===== src/verilog/scb_map.svh =====
// Purpose: Encodings, field positions and timing counts of the call unit
// Assumes: 16-bit instruction words and a 32-bit address space
// Notes:   Definitions only; included by bare name
`ifndef SCB_MAP_SVH
`define SCB_MAP_SVH

// Data and address width
`define SCB_XLEN          32
// Instruction word width
`define SCB_INSN_W        16
// PC-relative call: top nibble 4'b1011, 12-bit displacement below
`define SCB_REL_OP_HI     15
`define SCB_REL_OP_LO     12
`define SCB_REL_OPCODE    4'hb
`define SCB_DISP_HI       11
`define SCB_DISP_LO       0
`define SCB_DISP_W        12
// Register call: 0000 nnnn 0000 0011
`define SCB_REG_TOP_HI    15
`define SCB_REG_TOP_LO    12
`define SCB_REG_TOP       4'h0
`define SCB_REG_SEL_HI    11
`define SCB_REG_SEL_LO    8
`define SCB_REG_LOW_HI    7
`define SCB_REG_LOW_LO    0
`define SCB_REG_LOW       8'h03
// Distance from the call to the second instruction after it
`define SCB_PC_AHEAD      32'h0000_0004
// Cycles taken by either call form
`define SCB_CALL_CYCLES   2

`endif


===== src/verilog/scb_pkg.sv =====
// Purpose: Types shared by the call unit and its decoder
// Assumes: scb_map.svh provides the widths
// Notes:   Types only
`include "scb_map.svh"
package scb_pkg;

   // Call unit sequence, Gray along idle -> slot
   typedef enum logic [1:0] {
      SCB_IDLE = 2'b00,
      SCB_SLOT = 2'b01
   } scb_state_t;

   // Whole state of the call unit
   typedef struct packed {
      scb_state_t                 state;
      logic [`SCB_XLEN-1:0]       target;
      logic [`SCB_XLEN-1:0]       call_pc;
      logic [`SCB_XLEN-1:0]       pr;
      logic                       pr_we;
      logic                       br_valid;
      logic [`SCB_XLEN-1:0]       br_target;
      logic                       illegal;
      logic                       restart;
      logic [`SCB_XLEN-1:0]       restart_pc;
   } scb_regs_t;

endpackage


===== src/verilog/scb_dec_if.sv =====
// Purpose: Carries an instruction word to the decoder and its fields back
// Assumes: Purely combinational decode
// Notes:   One modport per side
`timescale 1ns/1ps
`include "scb_map.svh"
interface scb_dec_if;
   logic [`SCB_INSN_W-1:0] insn;
   logic                   is_rel;
   logic                   is_reg;
   logic [3:0]             reg_sel;
   logic [`SCB_XLEN-1:0]   rel_offset;

   modport dec  (input insn, output is_rel, is_reg, reg_sel, rel_offset);
   modport core (output insn, input is_rel, is_reg, reg_sel, rel_offset);
endinterface


===== src/verilog/scb_call_unit.sv =====
// Purpose: Executes the two delayed subroutine calls of the core
// Assumes: Core issues one instruction per INSN_VALID cycle with its address;
//          the general register file answers GPR_SEL in the same cycle
// Notes:   Delay slot handling and restart included
`timescale 1ns/1ps
`include "scb_map.svh"
module scb_call_unit
   import scb_pkg::*;
(
   // Clock and reset
   input  wire logic                   CLK,
   input  wire logic                   SYS_RST,
   // Issued instruction
   input  wire logic                   INSN_VALID,
   input  wire logic [`SCB_INSN_W-1:0] INSN,
   input  wire logic [`SCB_XLEN-1:0]   INSN_PC,
   input  wire logic                   INSN_IS_BRANCH,
   input  wire logic                   OTHER_SLOT_ACTIVE,
   input  wire logic                   SLOT_REEXEC_FAULT,
   // General register read
   output      logic [3:0]             GPR_SEL,
   input  wire logic [`SCB_XLEN-1:0]   GPR_DATA,
   // Return register
   output      logic                   PR_WE,
   output      logic [`SCB_XLEN-1:0]   PR_VALUE,
   // Control transfer and exceptions
   output      logic                   CALL_TAKEN,
   output      logic                   BRANCH_VALID,
   output      logic [`SCB_XLEN-1:0]   BRANCH_TARGET,
   output      logic                   ILLEGAL_SLOT,
   output      logic                   RESTART_VALID,
   output      logic [`SCB_XLEN-1:0]   RESTART_PC,
   output      logic                   IRQ_BLOCK,
   output      logic                   IN_SLOT
);

   scb_regs_t            r;
   scb_regs_t            next_r;
   logic                 is_call;
   logic                 slot_busy;
   logic [`SCB_XLEN-1:0] pc_ahead;

   scb_dec_if dec_bus ();

   // Field decode of the issued word
   assign dec_bus.insn = INSN;

   scb_decoder u_dec (
      .d (dec_bus.dec)
   );

   // Register port follows the field of the word on the bus
   assign GPR_SEL = dec_bus.reg_sel;

   // Next-state logic
   always_comb begin
      next_r          = r;
      next_r.pr_we    = 1'b0;
      next_r.br_valid = 1'b0;
      next_r.illegal  = 1'b0;
      next_r.restart  = 1'b0;
      is_call         = INSN_VALID && (dec_bus.is_rel || dec_bus.is_reg);
      slot_busy       = (r.state == SCB_SLOT) || OTHER_SLOT_ACTIVE;
      // same base for the register form
      pc_ahead        = INSN_PC + `SCB_PC_AHEAD;
      case (r.state)
         SCB_IDLE: begin
            if (is_call && OTHER_SLOT_ACTIVE) begin
               next_r.illegal = 1'b1;
            end else if (is_call) begin
               next_r.pr      = pc_ahead;
               next_r.pr_we   = 1'b1;
               next_r.call_pc = INSN_PC;
               if (dec_bus.is_rel) begin
                  next_r.target = pc_ahead + dec_bus.rel_offset;
               end else begin
                  next_r.target = pc_ahead + GPR_DATA;
               end
               next_r.state = SCB_SLOT;
            end
         end
         SCB_SLOT: begin
            if (SLOT_REEXEC_FAULT) begin
               next_r.restart    = 1'b1;
               next_r.restart_pc = r.call_pc;
               next_r.state      = SCB_IDLE;
            end else if (INSN_VALID && (INSN_IS_BRANCH || is_call)) begin
               next_r.illegal = 1'b1;
               next_r.state   = SCB_IDLE;
            end else if (INSN_VALID) begin
               next_r.br_valid  = 1'b1;
               next_r.br_target = r.target;
               next_r.state     = SCB_IDLE;
            end
         end
         default: begin
            next_r.state = SCB_IDLE;
         end
      endcase
   end

   // State register
   always_ff @(posedge CLK) begin
      if (SYS_RST) begin
         r <= '0;
      end else begin
         r <= next_r;
      end
   end

   // Outputs
   assign CALL_TAKEN    = is_call && !slot_busy;
   assign PR_WE         = r.pr_we;
   assign PR_VALUE      = r.pr;
   assign BRANCH_VALID  = r.br_valid;
   assign BRANCH_TARGET = r.br_target;
   assign ILLEGAL_SLOT  = r.illegal;
   assign RESTART_VALID = r.restart;
   assign RESTART_PC    = r.restart_pc;
   assign IRQ_BLOCK     = (r.state == SCB_SLOT);
   assign IN_SLOT       = (r.state == SCB_SLOT);

endmodule


===== src/verilog/scb_decoder.sv =====
// Purpose: Recognises the two call encodings and extracts their fields
// Assumes: Word arrives already fetched, same clock domain
// Notes:   No state; fields are valid only while the word is
`timescale 1ns/1ps
`include "scb_map.svh"
module scb_decoder
   import scb_pkg::*;
(
   scb_dec_if.dec d
);

   logic [`SCB_DISP_W-1:0] disp;

   // Field extraction and opcode match
   always_comb begin
      disp = d.insn[`SCB_DISP_HI:`SCB_DISP_LO];
      d.is_rel = (d.insn[`SCB_REL_OP_HI:`SCB_REL_OP_LO] == `SCB_REL_OPCODE);
      d.is_reg = (d.insn[`SCB_REG_TOP_HI:`SCB_REG_TOP_LO] == `SCB_REG_TOP)
                 && (d.insn[`SCB_REG_LOW_HI:`SCB_REG_LOW_LO] == `SCB_REG_LOW);
      d.reg_sel = d.insn[`SCB_REG_SEL_HI:`SCB_REG_SEL_LO];
      d.rel_offset = {{(`SCB_XLEN-`SCB_DISP_W-1){disp[`SCB_DISP_W-1]}}, disp, 1'b0};
   end

endmodule


===== config.mk =====
export PLATFORM = sky130hd
export DESIGN_NAME = scb_call_unit
export DESIGN_NICKNAME = d
export VERILOG_FILES = /design/src/verilog/scb_pkg.sv /design/src/verilog/scb_dec_if.sv /design/src/verilog/scb_call_unit.sv /design/src/verilog/scb_decoder.sv
export VERILOG_INCLUDE_DIRS = /design/src /design/src/verilog
export SDC_FILE = /design/constraint.sdc
export NUM_CORES = 1
export LEC_CHECK = 0
export ABC_CLOCK_PERIOD_IN_PS = 3360
export BUFFER_PORTS_ARGS = -buffer_cell sky130_fd_sc_hd__buf_2
export CORE_ASPECT_RATIO = 2
export CORE_MARGIN = 5
export CORE_UTILIZATION = 51
export DETAILED_ROUTE_END_ITERATION = 7
export PLACE_DENSITY = 0.77
export SYNTH_ARGS = -nofsm -noshare
export SYNTH_HDL_FRONTEND = slang
export SYNTH_SLANG_ARGS = --single-unit
export TNS_END_PERCENT = 100

===== constraint.sdc =====
create_clock -name CLK -period 3.36 [get_ports CLK]
set_input_delay 0.168 -clock CLK [delete_from_list [all_inputs] [get_ports CLK]]
set_output_delay 0.168 -clock CLK [all_outputs]
set_load 0.03 [all_outputs]

==> results_dict.tcl, run 1 <==
set metrics [dict create \
    fp.dieW_um 110.7 \
    ys_seq_elements 163 \
    critPathMaxFanout 5 \
    h-tree-depth 4 \
    final_antenna_net_count 0 \
    arrival_ps 3600 \
    finClkSkew_ps 8.691 \
    pin_count 193 \
    ys_warn_count 0 \
    min_path_cells 3 \
    vias_per_cell 5.519 \
    first_pass_iters 7 \
    worst_ir_drop_vdd_mv 0.4057 \
    max_freq_mhz 308.6 \
    ys.flop_type "dfxtp_1" \
    cts_buffers 17 \
    syn_nets 1506 \
    grt_usage 0.2880 \
    n_fill_cell 1808 \
    clock-sinks 163 \
    path_clk_slew_ps 70 \
    startpoint_type "input pin" \
    syn_to_final_growth_pct 26.25 \
    worst_slack_ps 119.6 \
    endpoint_kind "flop" \
    worstSkewPairLatency_ps 440 \
    synth_enable_flop_cells 0 \
    antenna_found_initial 1 \
    use_met3 0.05349 \
    synth_area_per_cell_um2 7.671 \
    worst_pin_slew_ps 1141 \
    wl_um 34750 \
    min_period_ps 3240 \
    syn_inst 1349 \
    crit_type "in -> reg" \
    grt_util_met2 0.5350 \
    slew_headroom 0.2390 \
    synth_cell_types 74 \
    dieArea_mm2 0.02341 \
    use_met1 0.2831 \
    p_leak_nw 5.842 \
    ys_seq_area_frac 0.3153 \
    root_buffer "clkbuf_16" \
    wire_per_inst_um 18.31 \
    start_util 0.5197 \
    drc 0 \
    status "finished, final reports clean" \
    dp_slack_ps -372.6 \
    nNetsFinal 1779 \
    syn_area_mm2 0.01035 \
    cp.required_ps 3710 \
    rows 73 \
    drv_cap 0 \
    grt_max_degree 78 \
    min_period_over_period 0.9644 \
    p_total_mw 5.241 \
    hold_class "in -> reg" \
    core-area_mm2 0.01991 \
    grt_pass1_vias 10371 \
    async_flop_share 0 \
    place_congestion 0.9409 \
    ff2ff_path_depth 6 \
    finalHoldViolCount 0 \
    top_usage_layer "met2" \
    drive_gt1_frac 0.2924 \
    dieHeight_um 211.5 \
    io_buffers 192 \
    cts_buffer_depth 2 \
    first_iter_violations 657 \
    slew_violations 0 \
    cts_tree "done" \
    powerDensity_mw_per_mm2 401.2 \
    num_vias 10476 \
    setup_viol 0 \
    grt_pass1_wl_um 53520 \
    hpwl_um 27620 \
    grt-ovfl-total 0 \
]
-- final timing paths --
check / endpoint / startpoint / slack, ps
worst min-delay path: r[127] / INSN_PC[27] / 10
worst max register to register: r[135] / r[164] / 1030
worst max-delay path: r[163] / INSN_PC[2] / 120
worst min register to register: RESTART_PC[15] / r[115] / 450
-- Yosys cell counts (9+ instances only) --
| master | instances | area, um2 |
|---|---|---|
| nand2_1 | 257 | 964.7 |
| dfxtp_1 | 163 | 3263 |
| a21oi_1 | 159 | 795.8 |
| nor2_1 | 124 | 465.5 |
| buf_4 | 102 | 765.7 |
| ha_1 | 69 | 863.3 |
| clkbuf_1 | 61 | 229.0 |
| nor3_1 | 53 | 265.3 |
| xnor2_1 | 50 | 437.9 |
| o21ai_0 | 33 | 165.2 |
| xor2_1 | 30 | 262.8 |
| a21o_1 | 29 | 217.7 |
| a211oi_1 | 26 | 195.2 |
| nand3_1 | 26 | 130.1 |
| inv_1 | 17 | 63.81 |
| a31oi_1 | 10 | 62.56 |
| and3_1 | 9 | 56.30 |
| nor2b_1 | 9 | 56.30 |
-- kinds of logic after synthesis --
family                   synth area share
buffers and inverters              0.1031
flip-flops                         0.3153
AND/OR/NAND/NOR                    0.2245
adder cells (fa/ha/maj)           0.08729
AO/OA/AOI/OAI                      0.2000
multiplexers                     0.002055
XOR/XNOR                          0.06771
-- power by group --
part           switching [mW]  internal, mW
registers             0.00838          1.94
logic                   0.690         0.608
clock network           0.862          1.13
total                    1.56          3.68
-- per-stage QoR --
stage	util	hold WS (ps)	std cells	instance area [um2]	TNS [ps]
CTS	0.6515	2.286	1895	12970	0
finish	0.6562	13.47	1898	13070	0
detailed placement	0.6173	442.4	1854	12290	-3507
global route	0.6562	10.06	1898	13070	-7.552
global placement	0.6173	434.6	1854	12290	-2503
floorplan	-	284.4	1349	10350	0
-- per-layer routing --
metal,up-vias,wire (um)
met5,-,0
met4,0,2578
met3,110,1578
met2,351,18600
met1,4903,11990
li1,5112,-
-- what timing repair did --
item                                    CTS  global route
endpoints found under the setup margin    0             8
resized for setup                         0            15
hold buffers                              9             0
buffers inserted                          0             2
endpoints found under the hold margin     9             0
-- final cells by class --
cell class              instances  area, um2  area share
clock inverters                12      143.9     0.01101
multi-input cells            1004       6106      0.4673
clock buffers                  20      446.7     0.03419
repair buffers                418       2708      0.2072
well taps                     262      327.8     0.02509
flip-flops and latches        163       3263      0.2498
inverters                      18      67.56    0.005171
diodes                          1      2.502   0.0001915
-- worst max-delay path, cell delays in order --
cell and delay (ps):
buf_2 120, buf_4 130, ha_1 210, nand4_1 210, nor2_1 170, xor2_1 240
buf_4 180, ha_1 270, a21o_1 240, buf_4 150, a211oi_2 260, o211ai_2 190
a211oi_2 340, o21ai_0 130, a21oi_1 190, xnor2_1 110, a221oi_2 260
-- cells in the final DEF, fill, tap and decap left out, drive strengths merged, types with 5 or more instances in the layout --
| cell | instances |
|---|---|
| inv | 23 |
| nor2b | 9 |
| buf | 409 |
| a21o | 30 |
| dfxtp | 163 |
| a31oi | 10 |
| xnor2 | 50 |
| a311oi | 5 |
| and4 | 6 |
| o21ai | 38 |
| xor2 | 30 |
| a2111oi | 5 |
| nor2 | 124 |
| a21oi | 161 |
| nand4 | 9 |
| o211ai | 7 |
| nand3 | 26 |
| dlygate4sd3 | 9 |
| and2 | 6 |
| nand2b | 7 |
| a211oi | 29 |
| nor3 | 54 |
| clkbuf | 20 |
| nand2 | 257 |
| ha | 69 |
| o21bai | 8 |
| and3 | 9 |
-- registers in the layout, summed over array words and instances, names as in the netlist --
| name | count |
|---|---|
| RESTART_PC | 32 |
| ILLEGAL_SLOT | 1 |
| r | 65 |
| BRANCH_VALID | 1 |
| PR_VALUE | 30 |
| BRANCH_TARGET | 32 |
| PR_WE | 1 |
| RESTART_VALID | 1 |
No activity file was read; power rests on OpenSTA's default activity.
==> run 2: changes to the inputs <==
==> constraint.sdc (replaced) <==
create_clock -name CLK -period 3.36 [get_ports CLK]
set_input_delay 0 -clock CLK [delete_from_list [all_inputs] [get_ports CLK]]
set_output_delay 0 -clock CLK [all_outputs]
set_load 0.03 [all_outputs]
==> run 2 against run 1 <==
- sequential cell count is the same
- count of clock-buffer cells in the layout is 2 lower
- core utilization fell by 0.13 points
- sequential power about the same
- worst setup slack gained 3.1 ps
- clock skew down 0.54 ps
- sequential share of layout area increased by 0.050 points
- hold slack improved by 12 ps
- combinational power barely moved
- via count barely moved
==> results_dict.tcl, run 2 (synthesis gave the netlist of run 1 again) <==
set metrics [dict create \
    status "finished, final reports clean" \
    n_antenna_cell 0 \
    setup_viol 0 \
    dieArea_mm2 0.02341 \
    startpoint "INSN_PC[7]" \
    drc 0 \
    grt_pass1_vias 10413 \
    critPathMaxFanout 4 \
    syn_to_final_growth_pct 25.99 \
    critPathSlowestCell "xor2_1" \
    first_pass_iters 5 \
    top_layer_used "met4" \
    drv_cap 0 \
    powerDensity_mw_per_mm2 402.2 \
    finClkSkew_ps 8.147 \
    place_congestion 0.9665 \
    crit-reg2reg-launch "r[164]" \
    vias_per_cell 5.583 \
    worst_pin_slew_ps 1191 \
    power_switching_mw 1.580 \
    hold_class "in -> reg" \
    worstSkewPairLatency_ps 440 \
    h-tree-depth 4 \
    clock-sinks 163 \
    first_iter_violations 616 \
    internal_power_mw 3.663 \
    endpoint "r[162]" \
    min_period_ps 3237 \
    rsz0062_at_grt "true" \
    seqPwrFrac 0.372 \
    n_fill_cell 1777 \
    cp.required_ps 3730 \
    crit_path_cell_trace "buf_2, and4_4, buf_4, nand4_1, nor2_1, xor2_1, ha_1, a21o_1, a2111oi_4, o21ai_2, a41oi_4, buf_4, o21ai_2, or3_1, a41oi_1" \
    core-area_mm2 0.01991 \
    largest_reg_flops 65 \
    route.met3.wl_um 1475 \
    antenna_found_initial 0 \
    dpl_cell_area_mm2 0.01194 \
    root_buffer "clkbuf_16" \
    arrival_ps 3600 \
    nNetsFinal 1758 \
    drive_gt1_frac 0.2708 \
    hp-start "INSN_IS_BRANCH" \
    path_clk_slew_ps 70 \
    wl_met2_um 19220 \
    dieHeight_um 211.5 \
    ff2ff_path_depth 5 \
    cts_tree "done" \
    pin_count 193 \
    clkPwrFrac 0.384 \
    slew_headroom 0.2062 \
    reg2reg_to "r[164]" \
    grt_usage 0.2978 \
    crit_type "in -> reg" \
    max_freq_mhz 308.9 \
    endpoint_kind "flop" \
    max_stage_delay_ps 450 \
    worst_ir_drop_vdd_mv 0.4226 \
    num_vias 10473 \
    final_antenna_net_count 0 \
    rows 73 \
    p_comb_frac 0.243 \
    wl_met1_um 12370 \
    max_flop_register "r" \
    grt_max_degree 89 \
    slew_violations 0 \
    final_cell_mix "nand2_1 (257), buf_2 (191), buf_4 (166)" \
    startpoint_type "input pin" \
    cts_buffer_depth 2 \
    cts_buffers 17 \
    finalHoldViolCount 0 \
    swShare 0.3014 \
    min_period_over_period 0.9635 \
    utilization 0.6548 \
    start_util 0.5197 \
    fp.dieW_um 110.7 \
    final_area_mm2 0.01304 \
    final_common_cell "nand2_1" \
    regToRegSetupSlack_ps 1400 \
    grt_pass1_wl_um 55260 \
    wire_per_inst_um 19.01 \
    hpwl_um 27200 \
    grt-ovfl-total 0 \
    p_leak_nw 5.739 \
    io_buffers 192 \
    wl_um 35670 \
]
## run 2: cell types whose count changed in the layout (fill, tap and decap cells not counted), moves of 3 or more
| cell | before | now |
|---|---|---|
| o21ai_1 | 2 | 5 |
| buf_4 | 216 | 166 |
| dlygate4sd3_1 | 9 | 36 |
| o21ai_0 | 33 | 29 |
## run 2: power by group through the flow
stage          sequential (mW)  clock, mW  combinational (mW)
6_report                  1.95       2.02                1.28
5_1_grt                   1.95       2.13                1.37
4_1_cts                   1.95       2.04                1.24
3_5_place_dp              2.00          0                1.20
3_3_place_gp              2.00          0                1.19
2_1_floorplan             1.99          0               0.689
## run 2: final cells by class
type	instances	area, um2	share of cell area
multi-input combinational	1004	6131	0.4702
sequential	163	3263	0.2503
timing repair buffer	397	2643	0.2027
clock buffer	18	439.2	0.03368
tap	262	327.8	0.02514
clock inverter	14	167.7	0.01286
inverter	18	67.56	0.005182
## run 2: metrics by stage
step / hold WS (ps) / TNS, ps / std cells / setup WS [ps] / power, mW
floorplan: 116.4 / 0 / 1349 / 176.0 / 2.682
global placement: 264.1 / -1122 / 1804 / -154.3 / 3.185
detailed placement: 268.9 / -2172 / 1804 / -247.9 / 3.194
CTS: 4.351 / 0 / 1872 / 16.70 / 5.231
global route: 59.71 / -20.91 / 1876 / -18.77 / 5.456
finish: 25.91 / 0 / 1876 / 122.6 / 5.244
## run 2: worst max-delay path, delay by kind of cell
kind,cells,cell delay [ps]
AND/OR/NAND/NOR,4,1050
AO/OA/AOI/OAI,6,1350
XOR/XNOR,1,450
adder cells (fa/ha/maj),1,350
buffers and inverters,3,390
## run 2: metal layers
metal / up-vias / global-route usage
met5: - / 0
met4: 0 / 0.1981
met3: 126 / 0.05320
met2: 363 / 0.5627
met1: 4922 / 0.2925
li1: 5062 / -
## run 2: what timing repair did
item	4_1_cts	5_1_grt
endpoints found under the hold margin	37	0
setup buffers	0	4
hold buffers	36	0
resized for setup	0	23
setup endpoints to repair	0	15
## run 2: worst min path at each step
stage,end,slack (ps),cells past startpoint
after detailed placement,r[121],270,3
after global placement,r[121],260,3
after CTS,ILLEGAL_SLOT,4,4
after global routing,r[148],60,2
final,ILLEGAL_SLOT,30,4
after floorplan,r[164],120,1
==> run 3: changes to the inputs <==
- ABC_CLOCK_PERIOD_IN_PS: 3360 -> 4100
- CORE_UTILIZATION: 51 -> 56
- PLACE_DENSITY: 0.77 -> 0.8
- clock period: 3.36 -> 4.1 ns (I/O delays scaled with it)
==> run 3 against run 2 <==
- count of clock-buffer cells in the layout increased by 1
- power shrank 22%
- critical path type unchanged
- largest power group unchanged
- routed wire length fell by 8.3%
- critical endpoint is now r[163]
==> results_dict.tcl, run 3 (synthesis gave the netlist of run 1 again) <==
set metrics [dict create \
    crit_type "in -> reg" \
    rows 70 \
    dpl_cell_area_mm2 0.01078 \
    drive_gt1_frac 0.1891 \
    drc 0 \
    cts_tree "done" \
    largest_reg_flops 65 \
    fin_tns_setup_ps 0 \
    nNetsFinal 1614 \
    cts_buffers 17 \
    first_pass_iters 5 \
    crit_path_cell_trace "dlygate4sd3_1, buf_2, ha_1, nand4_1, or2_2, nor2_1, xor2_2, ha_1, and4_1, and2_1, nand4_1, o211ai_2, a211oi_2, o21ai_0, a21oi_1, xnor2_1, a221oi_2" \
    first_iter_violations 585 \
    worst_pin_slew_ps 1126 \
    critPathSlowestCell "dlygate4sd3_1" \
    grt_pass1_wl_um 50440 \
    final_area_mm2 0.01178 \
    critPathMaxFanout 6 \
    slew_violations 0 \
    worst_slack_ps 91.23 \
    finalHoldViolCount 0 \
    status "finished, final reports clean" \
    path_clk_slew_ps 70 \
    crit_buf_inv 2 \
    vias_per_cell 5.911 \
    dieArea_mm2 0.02146 \
    syn_to_final_growth_pct 13.80 \
    grt_usage 0.2969 \
    cts_buffer_depth 2 \
    antenna_found_initial 3 \
    slew_headroom 0.2492 \
    fp.dieW_um 106.1 \
    hold_class "in -> reg" \
    final_common_cell "nand2_1" \
    arrival_ps 4360 \
    max_freq_mhz 249.5 \
    max_stage_delay_ps 530 \
    p_leak_nw 5.002 \
    powerDensity_mw_per_mm2 348.5 \
    place_congestion 1.014 \
    h-tree-depth 4 \
    grt_max_degree 88 \
    max_flop_register "r" \
    num_vias 9984 \
    grt_pass1_vias 9807 \
    start_util 0.5681 \
    startpoint_type "input pin" \
    dieHeight_um 202.3 \
    grt-ovfl-total 0 \
    wire_per_inst_um 19.36 \
    final_antenna_net_count 0 \
    cpLargestDelayFamily "simple AND/OR/NAND/NOR gates" \
    min_period_over_period 0.9777 \
    rsz0062_at_grt "false" \
    clock-sinks 163 \
    finClkSkew_ps 7.836 \
    wl_um 32700 \
    worst_ir_drop_vdd_mv 0.2805 \
    final_cell_mix "nand2_1 (257), buf_2 (191), dfxtp_1 (163)" \
    drv_cap 0 \
    cp.required_ps 4450 \
    worstSkewPairLatency_ps 440 \
    core-area_mm2 0.01822 \
    dp_slack_ps 42.98 \
    min_period_ps 4009 \
    root_buffer "clkbuf_16" \
    io_buffers 192 \
    hpwl_um 24730 \
    endpoint_kind "flop" \
    pin_count 193 \
    setup_viol 0 \
]
## run 3: changes by cell type in the layout (fill, tap and decap cells not counted), sizes merged
cell         change
clkinvlp         -1
buf            -143
diode            +3
clkinv           +1
inv              -1
clkbuf           +1
dlygate4sd3      -1
## run 3: area by class of cell
class                      count  area, um2
clock inverter                13      170.2
fill                        1611       6441
antenna                        3      7.507
sequential                   163       3263
multi-input combinational   1004       6046
inverter                      18      67.56
timing repair buffer         253       1509
clock buffer                  19      442.9
tap                          216      270.3
## run 3: path summary, 6_finish.rpt
kind              slack (ps)        endpoint  cells after the start            from
setup / recovery          90          r[163]                     17      INSN_PC[2]
hold / removal            20    ILLEGAL_SLOT                      4  INSN_IS_BRANCH
hold reg to reg          450  RESTART_PC[24]                      2          r[124]
setup reg to reg        1310          r[154]                      6          r[164]
## run 3: stage by stage
step	total power, mW	cells	hold slack, ps	utilization
2_1_floorplan	2.198	1349	116.4	-
3_3_place_gp	2.433	1617	265.0	0.5915
3_5_place_dp	2.437	1617	268.7	0.5915
4_1_cts	4.110	1684	20.11	0.6444
5_1_grt	4.265	1689	78.24	0.6464
6_report	4.104	1689	22.57	0.6464
## run 3: tightest hold or removal path, delay by kind of cell
kind | cells | cell delay [ps]
buffers and inverters | 1 | 70
AO/OA/AOI/OAI | 1 | 130
AND/OR/NAND/NOR | 2 | 220
## run 3: what timing repair did
item / CTS / global route
hold buffers: 35 / 0
buffers inserted: 0 / 2
resized for setup: 0 / 2
setup endpoints to repair: 0 / 2
endpoints found under the hold margin: 36 / 0
## run 3: metal layers
metal,share of wire,track usage
met1,0.34,0.2949
met3,0.047,0.04283
met2,0.53,0.5340
met4,0.086,0.2432
met5,0,0
## run 3: power by group
| group | internal, mW | leakage, nW | switching [mW] |
|---|---|---|---|
| registers | 1.59 | 1.31 | 0.00699 |
| clock network | 0.936 | 0.295 | 0.723 |
| logic | 0.338 | 3.39 | 0.507 |
| total | 2.87 | 5.00 | 1.24 |
